### src/hw/tad_pkg.sv
`default_nettype none
package tad_pkg;
   // ==========================================
   // Register byte addresses
   localparam logic [11:0] ADDR_CTRL_A    = 12'h000;
   localparam logic [11:0] ADDR_CTRL_B    = 12'h004;
   localparam logic [11:0] ADDR_REQ_SEL   = 12'h008;
   localparam logic [11:0] ADDR_REQ_VALUE = 12'h00C;
   localparam logic [11:0] ADDR_STYLE     = 12'h010;

   // ==========================================
   // Reset values
   localparam logic [7:0] RST_CTRL_A  = 8'h00;
   localparam logic [7:0] RST_CTRL_B  = 8'h00;
   localparam logic [7:0] RST_REQ_SEL = 8'h00;
   localparam logic [7:0] RST_STYLE   = 8'h00;

   // ==========================================
   // acq_display_ctrl_a fields
   localparam int A_ROW24_PLACEMENT  = 7;
   localparam int A_ROW24_SOURCE     = 6;
   localparam int A_AUTO_BLANK       = 5;
   localparam int A_HEADER_ROLL_INH  = 4;
   localparam int A_STATUS_ROW_ONLY  = 3;
   localparam int A_FORCE_BLANK      = 2;
   localparam int A_VPS_CAPTURE      = 1;
   localparam int A_INVENTORY        = 0;

   // ==========================================
   // acq_decode_ctrl_b fields
   localparam int B_EXT_PACKET_INH   = 7;
   localparam int B_RAW_BYTE         = 6;
   localparam int B_ACQ_INH          = 5;
   localparam int B_PACKET26_INH     = 4;
   localparam int B_WHOLE_FIELD      = 3;
   localparam int B_FIELD_POLARITY   = 2;
   localparam int B_LINE_SYNC_POL    = 1;
   localparam int B_FIELD_SYNC_POL   = 0;

   // ==========================================
   // page_request_select and value fields
   localparam int SEL_PAGE_LSB       = 3;
   localparam int SEL_PAGE_W         = 4;
   localparam int SEL_COL_LSB        = 0;
   localparam int SEL_COL_W          = 3;
   localparam int REQ_WORD_W         = 5;

   // ==========================================
   // display_style_ctrl fields
   localparam int S_BANK_SWITCH      = 7;
   localparam int S_QUAD_WIDTH       = 6;
   localparam int S_LANG_EAST        = 5;
   localparam int S_DBL_HEIGHT_INH   = 4;
   localparam int S_BLACK_MESH       = 3;
   localparam int S_COLOUR_MESH      = 2;
   localparam int S_TRANSPARENT      = 1;
   localparam int S_SHADOW           = 0;

   // ==========================================
   // Packet, row and block numbers
   localparam logic [4:0] STATUS_ROW     = 5'h18;
   localparam logic [4:0] PACKET_24      = 5'h18;
   localparam logic [4:0] PACKET_26      = 5'h1A;
   localparam logic [3:0] INVENTORY_BLK  = 4'h8;

   // ==========================================
   // Timing
   localparam int CLK_PERIOD_NS  = 10;
   localparam int LINE_TIME_NS   = 64000;
   localparam int LINE_CYCLES    = LINE_TIME_NS / CLK_PERIOD_NS;
   localparam int VBI_FIRST_LINE = 7;
   localparam int VBI_LAST_LINE  = 22;
endpackage
`default_nettype wire

### src/hw/tad_ctrl.sv
// Behaviour
// - Placement bit 0 stores packet 24 in extension memory, 1 in page memory
// - Source bit 0 shows row-24 data from page memory, 1 from extension memory
// - Auto blanking drops overlay output on video; forcing bit holds it low
// - Header-roll inhibit blocks writing rolling headers and time into memory
// - Status-row-only shows memory row 24 and suppresses all other rows
// - VPS capture enable allows VPS data capture; cleared means no capture
// - Inventory capture bit stores the inventory page in memory block 8
// - Extension packet inhibit stops decoding of extension packets
// - Raw byte mode writes packets 0 to 24 without error checking
// - Acquisition inhibit blocks every acquisition write into memory
// - Packet-26 inhibit disables automatic processing of packet 26
// - Whole-field 0 decodes only blanking lines, 1 decodes every line
// - Field polarity gives the line half of field sync at even field start
// - Sync polarity bits select positive (0) or negative (1) going inputs
// - Request word modifies the selected page starting at the start column
// - Bank switch enable allows switching between on-screen character banks
// - Quad width enable allows quadruple width characters
// - Language region 0 selects western, 1 eastern character set
// - Double height inhibit ignores double height codes in on-screen boxes
// - Two mesh bits mesh black background and other colour areas
// - Transparency enable renders black background as transparent video
// - Shadow enable gives characters a south-east shadow
`timescale 1ns/10ps
`default_nettype none
module tad_ctrl #(
   parameter int LINE_CYCLES = tad_pkg::LINE_CYCLES,
   parameter int VBI_FIRST   = tad_pkg::VBI_FIRST_LINE,
   parameter int VBI_LAST    = tad_pkg::VBI_LAST_LINE
) (
   input  wire logic        ref_clk,
   input  wire logic        nrst,
   input  wire logic        clkEn,
   input  wire logic        psel,
   input  wire logic        penable,
   input  wire logic        pwrite,
   input  wire logic [11:0] paddr,
   input  wire logic [31:0] pwdata,
   input  wire logic [3:0]  pstrb,
   output logic      [31:0] prdata,
   output logic             pready,
   output logic             pslverr,
   input  wire logic        hsyncPin,
   input  wire logic        vsyncPin,
   output logic             lineSync,
   output logic             fieldSync,
   output logic             evenField,
   output logic             decodeLine,
   input  wire logic        acqWrReq,
   input  wire logic [4:0]  acqPacket,
   input  wire logic        acqRollHdr,
   input  wire logic        acqVps,
   input  wire logic        acqInventory,
   output logic             memWrEn,
   output logic             memWrExt,
   output logic             memWrInvBlk,
   output logic [3:0]       memWrBlock,
   output logic             bypassCheck,
   output logic             extPacketDecode,
   output logic             packet26Process,
   input  wire logic        videoShown,
   input  wire logic        frameReq,
   input  wire logic [4:0]  dispRow,
   output logic             frameOut,
   output logic             rowVisible,
   output logic             row24FromExt,
   output logic             bankSwitchEn,
   output logic             quadWidthEn,
   output logic             languageEast,
   output logic             dblHeightBoxInh,
   output logic             blackMeshEn,
   output logic             colourMeshEn,
   output logic             transparentBlack,
   output logic             shadowEn,
   output logic             pageReqWr,
   output logic [3:0]       pageReqPage,
   output logic [2:0]       pageReqCol,
   output logic [4:0]       pageReqData
);
   import tad_pkg::*;

   // ==========================================
   // Address decode
   function automatic logic regHit(input logic [11:0] a, input logic [11:0] off);
      regHit = (a[11:2] == off[11:2]);
   endfunction

   logic [7:0] ctrlA;
   logic [7:0] ctrlB;
   logic [7:0] reqSel;
   logic [7:0] style;
   logic       accessPh;
   logic       mapped;
   logic       wrByte;

   assign accessPh = psel & penable;
   assign wrByte   = accessPh & pwrite & pstrb[0];

   always_comb
   begin
      if (regHit(paddr, ADDR_CTRL_A))
         mapped = 1'b1;
      else if (regHit(paddr, ADDR_CTRL_B))
         mapped = 1'b1;
      else if (regHit(paddr, ADDR_REQ_SEL))
         mapped = 1'b1;
      else if (regHit(paddr, ADDR_REQ_VALUE))
         mapped = 1'b1;
      else if (regHit(paddr, ADDR_STYLE))
         mapped = 1'b1;
      else
         mapped = 1'b0;
   end

   // Zero-wait slave; reads of write-only registers give zero
   assign pready  = 1'b1;
   assign pslverr = accessPh & ~mapped;
   assign prdata  = 32'h0000_0000;

   // ==========================================
   // Control registers
   always_ff @(posedge ref_clk or negedge nrst)
   begin
      if (!nrst)
      begin
         ctrlA  <= RST_CTRL_A;
         ctrlB  <= RST_CTRL_B;
         reqSel <= RST_REQ_SEL;
         style  <= RST_STYLE;
      end
      else if (clkEn && wrByte)
      begin
         if (regHit(paddr, ADDR_CTRL_A))
            ctrlA <= pwdata[7:0];
         else if (regHit(paddr, ADDR_CTRL_B))
            ctrlB <= pwdata[7:0];
         else if (regHit(paddr, ADDR_REQ_SEL))
            reqSel <= pwdata[7:0];
         else if (regHit(paddr, ADDR_STYLE))
            style <= pwdata[7:0];
      end
   end

   // ==========================================
   // Page request strobe
   always_ff @(posedge ref_clk or negedge nrst)
   begin
      if (!nrst)
      begin
         pageReqWr   <= 1'b0;
         pageReqPage <= 4'h0;
         pageReqCol  <= 3'h0;
         pageReqData <= 5'h00;
      end
      else if (clkEn)
      begin
         pageReqWr <= wrByte & regHit(paddr, ADDR_REQ_VALUE);
         if (wrByte && regHit(paddr, ADDR_REQ_VALUE))
         begin
            pageReqPage <= reqSel[SEL_PAGE_LSB +: SEL_PAGE_W];
            pageReqCol  <= reqSel[SEL_COL_LSB +: SEL_COL_W];
            pageReqData <= pwdata[REQ_WORD_W-1:0];
         end
      end
   end

   // ==========================================
   // Sync input synchronisers
   logic hsMeta;
   logic hsSync;
   logic vsMeta;
   logic vsSync;

   always_ff @(posedge ref_clk or negedge nrst)
   begin
      if (!nrst)
      begin
         hsMeta <= 1'b0;
         hsSync <= 1'b0;
         vsMeta <= 1'b0;
         vsSync <= 1'b0;
      end
      else if (clkEn)
      begin
         hsMeta <= hsyncPin;
         hsSync <= hsMeta;
         vsMeta <= vsyncPin;
         vsSync <= vsMeta;
      end
   end

   // ==========================================
   // Sync polarity and edge detection
   logic hLevel;
   logic vLevel;
   logic hPrev;
   logic vPrev;
   logic hEdge;
   logic vEdge;

   assign hLevel = hsSync ^ ctrlB[B_LINE_SYNC_POL];
   assign vLevel = vsSync ^ ctrlB[B_FIELD_SYNC_POL];
   assign hEdge  = hLevel & ~hPrev;
   assign vEdge  = vLevel & ~vPrev;

   always_ff @(posedge ref_clk or negedge nrst)
   begin
      if (!nrst)
      begin
         hPrev     <= 1'b0;
         vPrev     <= 1'b0;
         lineSync  <= 1'b0;
         fieldSync <= 1'b0;
      end
      else if (clkEn)
      begin
         hPrev     <= hLevel;
         vPrev     <= vLevel;
         lineSync  <= hEdge;
         fieldSync <= vEdge;
      end
   end

   // ==========================================
   // Line position and field parity
   logic [15:0] lineCnt;
   logic [9:0]  lineNum;
   logic        secondHalf;

   assign secondHalf = (lineCnt >= 16'(LINE_CYCLES / 2));

   always_ff @(posedge ref_clk or negedge nrst)
   begin
      if (!nrst)
         lineCnt <= 16'h0000;
      else if (clkEn)
      begin
         if (hEdge)
            lineCnt <= 16'h0000;
         else if (lineCnt != 16'hFFFF)
            lineCnt <= lineCnt + 16'h0001;
      end
   end

   always_ff @(posedge ref_clk or negedge nrst)
   begin
      if (!nrst)
      begin
         lineNum   <= 10'h000;
         evenField <= 1'b0;
      end
      else if (clkEn)
      begin
         if (vEdge)
         begin
            lineNum   <= 10'h000;
            evenField <= (secondHalf == ctrlB[B_FIELD_POLARITY]);
         end
         else if (hEdge && lineNum != 10'h3FF)
            lineNum <= lineNum + 10'h001;
      end
   end

   // ==========================================
   // Decode line gate
   always_ff @(posedge ref_clk or negedge nrst)
   begin
      if (!nrst)
         decodeLine <= 1'b0;
      else if (clkEn)
         decodeLine <= ctrlB[B_WHOLE_FIELD] |
                       ((lineNum >= 10'(VBI_FIRST)) && (lineNum <= 10'(VBI_LAST)));
   end

   // ==========================================
   // Acquisition write gating
   logic wrAllowed;
   logic isPkt24;
   logic upTo24;

   assign isPkt24 = (acqPacket == PACKET_24);
   assign upTo24  = (acqPacket <= PACKET_24);

   always_comb
   begin
      wrAllowed = acqWrReq;
      if (ctrlB[B_ACQ_INH])
         wrAllowed = 1'b0;
      else if (acqRollHdr && ctrlA[A_HEADER_ROLL_INH])
         wrAllowed = 1'b0;
      else if (acqVps && !ctrlA[A_VPS_CAPTURE])
         wrAllowed = 1'b0;
      else if (acqInventory && !ctrlA[A_INVENTORY])
         wrAllowed = 1'b0;
   end

   always_ff @(posedge ref_clk or negedge nrst)
   begin
      if (!nrst)
      begin
         memWrEn     <= 1'b0;
         memWrExt    <= 1'b0;
         memWrInvBlk <= 1'b0;
         memWrBlock  <= 4'h0;
         bypassCheck <= 1'b0;
      end
      else if (clkEn)
      begin
         memWrEn     <= wrAllowed;
         memWrExt    <= isPkt24 & ~ctrlA[A_ROW24_PLACEMENT];
         memWrInvBlk <= acqInventory & ctrlA[A_INVENTORY];
         memWrBlock  <= (acqInventory && ctrlA[A_INVENTORY]) ? INVENTORY_BLK : 4'h0;
         bypassCheck <= ctrlB[B_RAW_BYTE] & upTo24;
      end
   end

   // ==========================================
   // Acquisition enables
   always_ff @(posedge ref_clk or negedge nrst)
   begin
      if (!nrst)
      begin
         extPacketDecode <= 1'b0;
         packet26Process <= 1'b0;
      end
      else if (clkEn)
      begin
         extPacketDecode <= ~ctrlB[B_EXT_PACKET_INH];
         packet26Process <= ~ctrlB[B_PACKET26_INH] &
                            (acqPacket == PACKET_26);
      end
   end

   // ==========================================
   // Overlay blanking and row selection
   always_ff @(posedge ref_clk or negedge nrst)
   begin
      if (!nrst)
      begin
         frameOut     <= 1'b0;
         rowVisible   <= 1'b0;
         row24FromExt <= 1'b0;
      end
      else if (clkEn)
      begin
         if (ctrlA[A_FORCE_BLANK])
            frameOut <= 1'b0;
         else if (ctrlA[A_AUTO_BLANK] && videoShown)
            frameOut <= 1'b0;
         else
            frameOut <= frameReq;
         rowVisible   <= ~ctrlA[A_STATUS_ROW_ONLY] | (dispRow == STATUS_ROW);
         row24FromExt <= ctrlA[A_ROW24_SOURCE];
      end
   end

   // ==========================================
   // Display style
   always_ff @(posedge ref_clk or negedge nrst)
   begin
      if (!nrst)
      begin
         bankSwitchEn     <= 1'b0;
         quadWidthEn      <= 1'b0;
         languageEast     <= 1'b0;
         dblHeightBoxInh  <= 1'b0;
         blackMeshEn      <= 1'b0;
         colourMeshEn     <= 1'b0;
         transparentBlack <= 1'b0;
         shadowEn         <= 1'b0;
      end
      else if (clkEn)
      begin
         bankSwitchEn     <= style[S_BANK_SWITCH];
         quadWidthEn      <= style[S_QUAD_WIDTH];
         languageEast     <= style[S_LANG_EAST];
         dblHeightBoxInh  <= style[S_DBL_HEIGHT_INH];
         blackMeshEn      <= style[S_BLACK_MESH];
         colourMeshEn     <= style[S_COLOUR_MESH];
         transparentBlack <= style[S_TRANSPARENT];
         shadowEn         <= style[S_SHADOW];
      end
   end

endmodule // tad_ctrl
`default_nettype wire

### config.mk
export PLATFORM = sky130hd
export DESIGN_NAME = tad_ctrl
export DESIGN_NICKNAME = d
export VERILOG_FILES = /design/src/hw/tad_pkg.sv /design/src/hw/tad_ctrl.sv
export SDC_FILE = /design/constraint.sdc
export NUM_CORES = 1
export LEC_CHECK = 0
export BUFFER_PORTS_ARGS = -buffer_cell sky130_fd_sc_hd__buf_2
export CAP_MARGIN = 5
export CORE_MARGIN = 3
export CORE_UTILIZATION = 53
export CTS_BUF_LIST = sky130_fd_sc_hd__clkbuf_8
export CTS_CLUSTER_DIAMETER = 120
export CTS_CLUSTER_SIZE = 20
export DETAILED_ROUTE_END_ITERATION = 8
export HOLD_SLACK_MARGIN = 0.15
export PLACE_DENSITY = 0.82
export SYNTH_ARGS = -nofsm -noshare
export SYNTH_HDL_FRONTEND = slang
export SYNTH_SLANG_ARGS = --single-unit
### constraint.sdc
create_clock -name ref_clk -period 2.4 [get_ports ref_clk]
set_clock_uncertainty 0.2 [all_clocks]
set_input_delay 0.48 -clock ref_clk [delete_from_list [all_inputs] [get_ports ref_clk]]
set_output_delay 0.48 -clock ref_clk [all_outputs]
set_load 0.005 [all_outputs]
==> impl_results.md <==
* Placed Cells at just over 600
* Post-route insts no fill at 627
* Final Hold Fails at 0
* Total number of vias at between 3000 and 4000
* Largest net degree at the start of global routing at 43
* DPL Wire Length at 7700 µm
* Initial core utilization at 0.564
* LEAKAGE at 0.00286 µW
* Final Max Tran Viols at 0
* DRC at 0
* Yosys reg bits at 97
* CP Class: input pin to flip-flop
* Seq pwr share at 0.536
* Final Worst Setup Slack at -36.2 ps
* CTS tree: done
* Share of layout cells above drive strength 1 at 0.356
* Top Metal Used: met4
* IO Port Bufs at between 70 and 80
* WP data arrival at 2500 ps
* Top-area cell type share of the netlist area at 0.508
* Post-placement cell area at roughly 0.0052 mm²
* MaxCap Viol Count at 0
* PD cells at roughly 610 mW/mm²
* Nets at roughly 600
* Slew HR at 0.585
* Failing checks: negative setup slack
* Drt first pass iters at 4
* Crit path max fanout at 7
* Async SR Flop Fraction at 1.00
* Yosys top cell by area: dfrtp_1
* Ranking of synthesized cells by area: dfrtp_1 (51%), mux2_2 (12%), buf_4 (5.8%)
* Clock slew at reported path FFs at 100 ps
* Wire per inst at around 18 µm
* Post-layout util at 0.656
* Slowest Stage Delay on Critical Path at about 540 ps
* Main synth FF type: dfrtp_1
* Htree depth at 3
* WL final at between 10000 and 15000 µm
* Post-route ant nets at 0
* Die area at ~0.01 mm²
* Tmin final at between 2000 and 2500 ps
* Ant. Diodes at 0
* DR WL met3 at 603 µm
* Hold WS at between 150 and 200 ps
* RePlAce Congestion at about 0.89
* Status: complete, but fails checks
* Metal2 WL at 5530 µm
* Number of synthesized flops with an enable pin at 0
* Sw Ratio at 0.288
* Vias per Instance at 5.71
* Post-Syn Area at 0.00477 mm²
* CP Data Required Time at roughly 2500 ps
* FP Rows at 33
* Synth Instances at between 400 and 500
* Clock Power Share at 0.343
* First-pass GRT wire length at between 15000 and 20000 µm
* Worst-Margin Slew at 618 ps
* Root Buffer: clkbuf_8
* DP Worst Slack at -513 ps
* Type of the worst min-delay path: input pin to flip-flop
* Fmax at ~410 MHz
* Synthesis-to-layout area growth at 16.2%
* CP cell instances: buf_6, or4_4, or4_4, or4_4, mux2_4
* Skew-Pair Late Insertion Delay at between 300 and 400 ps
* Met1 wire length at 4680 µm
* CTS buffer count at 9
* Iter 0 DRT Violations at 230
* Overflow after GRT at 0
* Die Ht at just over 100 µm
* Core area at around 0.0085 mm²
* Initial antenna violation count at 0
* Vias in the first global route at approximately 3600
* RSZ-0062 raised after global routing: true
* Crit share post-route at 1.02
* # fillers at 644
* Internal power at between 2000 and 2500 µW
* CP Launch Type: input pin
* Syn_area_per_cell at around 11 µm²
* CP max-delay cell: or4_4
* IO Pins at about 140
* Post-CTS Setup Bufs at 0
* Register area share after synthesis at 0.508
* Clk buf depth at 2
* Clock Sinks at 97
* CP most frequent cell: or4_4
* Netlist cell types at between 50 and 60
* Final setup fails at 17
* Finished layout cell area at about 0.0056 mm²
* Crit path capture type: flip-flop
* Peak VDD IR at around 0.43 mV
* Tot GR Track Use at 0.227
* Die width at roughly 100 µm
* Sw power at 975 µW
* Synthesis Warnings at 0
* Logic gate share of total power at 0.121
-- state kept, by name, summed over array words and instances (netlist names), 3 cells and up --
register and cells:
style 8, pageReqPage 4, pageReqCol 3, ctrlA 8, lineNum 10, pageReqData 5
reqSel 7, ctrlB 8, lineCnt 16
-- cell usage after synthesis (4+ instances only) --
cell type,instances
nand2_1,20
ha_1,4
nor3_1,7
inv_1,15
a31oi_1,10
or4_1,5
a21oi_1,22
mux2_2,49
mux2_4,9
a211oi_1,5
nand2b_1,5
mux2i_1,5
o21ai_0,9
and3_1,7
nor4_1,5
buf_4,37
dfrtp_1,97
nor2_1,13
nand3_1,15
and4_1,8
nand4_1,7
clkbuf_1,12
-- metal layers --
| layer | track usage | up-vias |
|---|---|---|
| met5 | 0 | - |
| met4 | 0.0838 | 0 |
| met3 | 0.0415 | 23 |
| met2 | 0.386 | 114 |
| met1 | 0.290 | 1785 |
| li1 | - | 1657 |
-- final cells by class --
type | instances | area (µm²) | area share
clock buffer | 9 | 124 | 0.0223
clock inverter | 7 | 95.1 | 0.0171
inverter | 15 | 56.3 | 0.0101
multi-input combinational | 289 | 2100 | 0.378
sequential | 97 | 2430 | 0.437
tap | 105 | 131 | 0.0237
timing repair buffer | 105 | 618 | 0.111
-- timing repair --
action | in CTS | in global routing
setup endpoints to repair | 40 | 36
hold endpoints to repair | 42 | 0
hold buffers | 5 | 0
gates resized for setup | 10 | 4
cloned | 1 | 0
-- cell usage in the layout (no fill, tap or decap), types with 8 or more instances in the layout --
master / Yosys / layout
mux2_2: 49 / 45
dfrtp_1: 97 / 97
nor2_1: 13 / 12
mux2_4: 9 / 13
buf_2: 2 / 76
clkbuf_8: 0 / 9
nand3_1: 15 / 15
a21oi_1: 22 / 22
and4_1: 8 / 8
o21ai_0: 9 / 9
inv_1: 15 / 15
nand2_1: 20 / 20
a31oi_1: 10 / 10
conb_1: 2 / 36
buf_4: 37 / 22
-- power by group through the flow --
stage	Combinational, µW	Clock (µW)	Sequential, µW
after floorplan	286	0	1820
after global placement	381	0	1840
after detailed placement	398	0	1840
after CTS	410	1180	1810
after global routing	466	1250	1830
final	411	1160	1810
-- worst paths after layout --
kind	from	depth (start not counted)	slack [ps]	endpoint
worst max-delay path	paddr[7]	5	-40	pageReqPage[3]$_DFFE_PN0P_
worst min-delay path	pwdata[7]	2	170	ctrlB[7]$_DFFE_PN0P_
worst max register to register	ctrlB[1]$_DFFE_PN0P_	5	320	lineCnt[15]$_DFFE_PN0P_
worst min register to register	ctrlA[7]$_DFFE_PN0P_	1	270	memWrExt$_DFFE_PN0P_
max in group asynchronous	nrst	3	940	hsSync$_DFFE_PN0P_
min in group asynchronous	nrst	2	420	lineNum[0]$_DFFE_PN0P_
-- per-stage QoR --
step                power, µW  TNS [ps]
floorplan                2100    -15360
global placement         2220    -18480
detailed placement       2240    -19850
CTS                      3400      -344
global route             3550      -757
finish                   3380      -353
-- logic make-up (layout without fill, tap and decap cells) --
logic type | Yosys count | after routing | synth area share
and+or+nand+nor | 106 | 107 | 0.126
other | 2 | 36 | 0.00157
AOI/OAI and AO/OA | 75 | 75 | 0.105
buffers and inverters | 68 | 136 | 0.0870
xor gates and xnor gates | 4 | 4 | 0.00734
DFF | 97 | 97 | 0.508
muxes | 63 | 63 | 0.154
adders and majority gates | 4 | 4 | 0.0105
-- critical path, delay by kind of cell --
kind	cells	cell delay, ps
simple gates	3	1590
mux	1	330
buf+inv	1	90
Power figures use the tool's default switching activity.
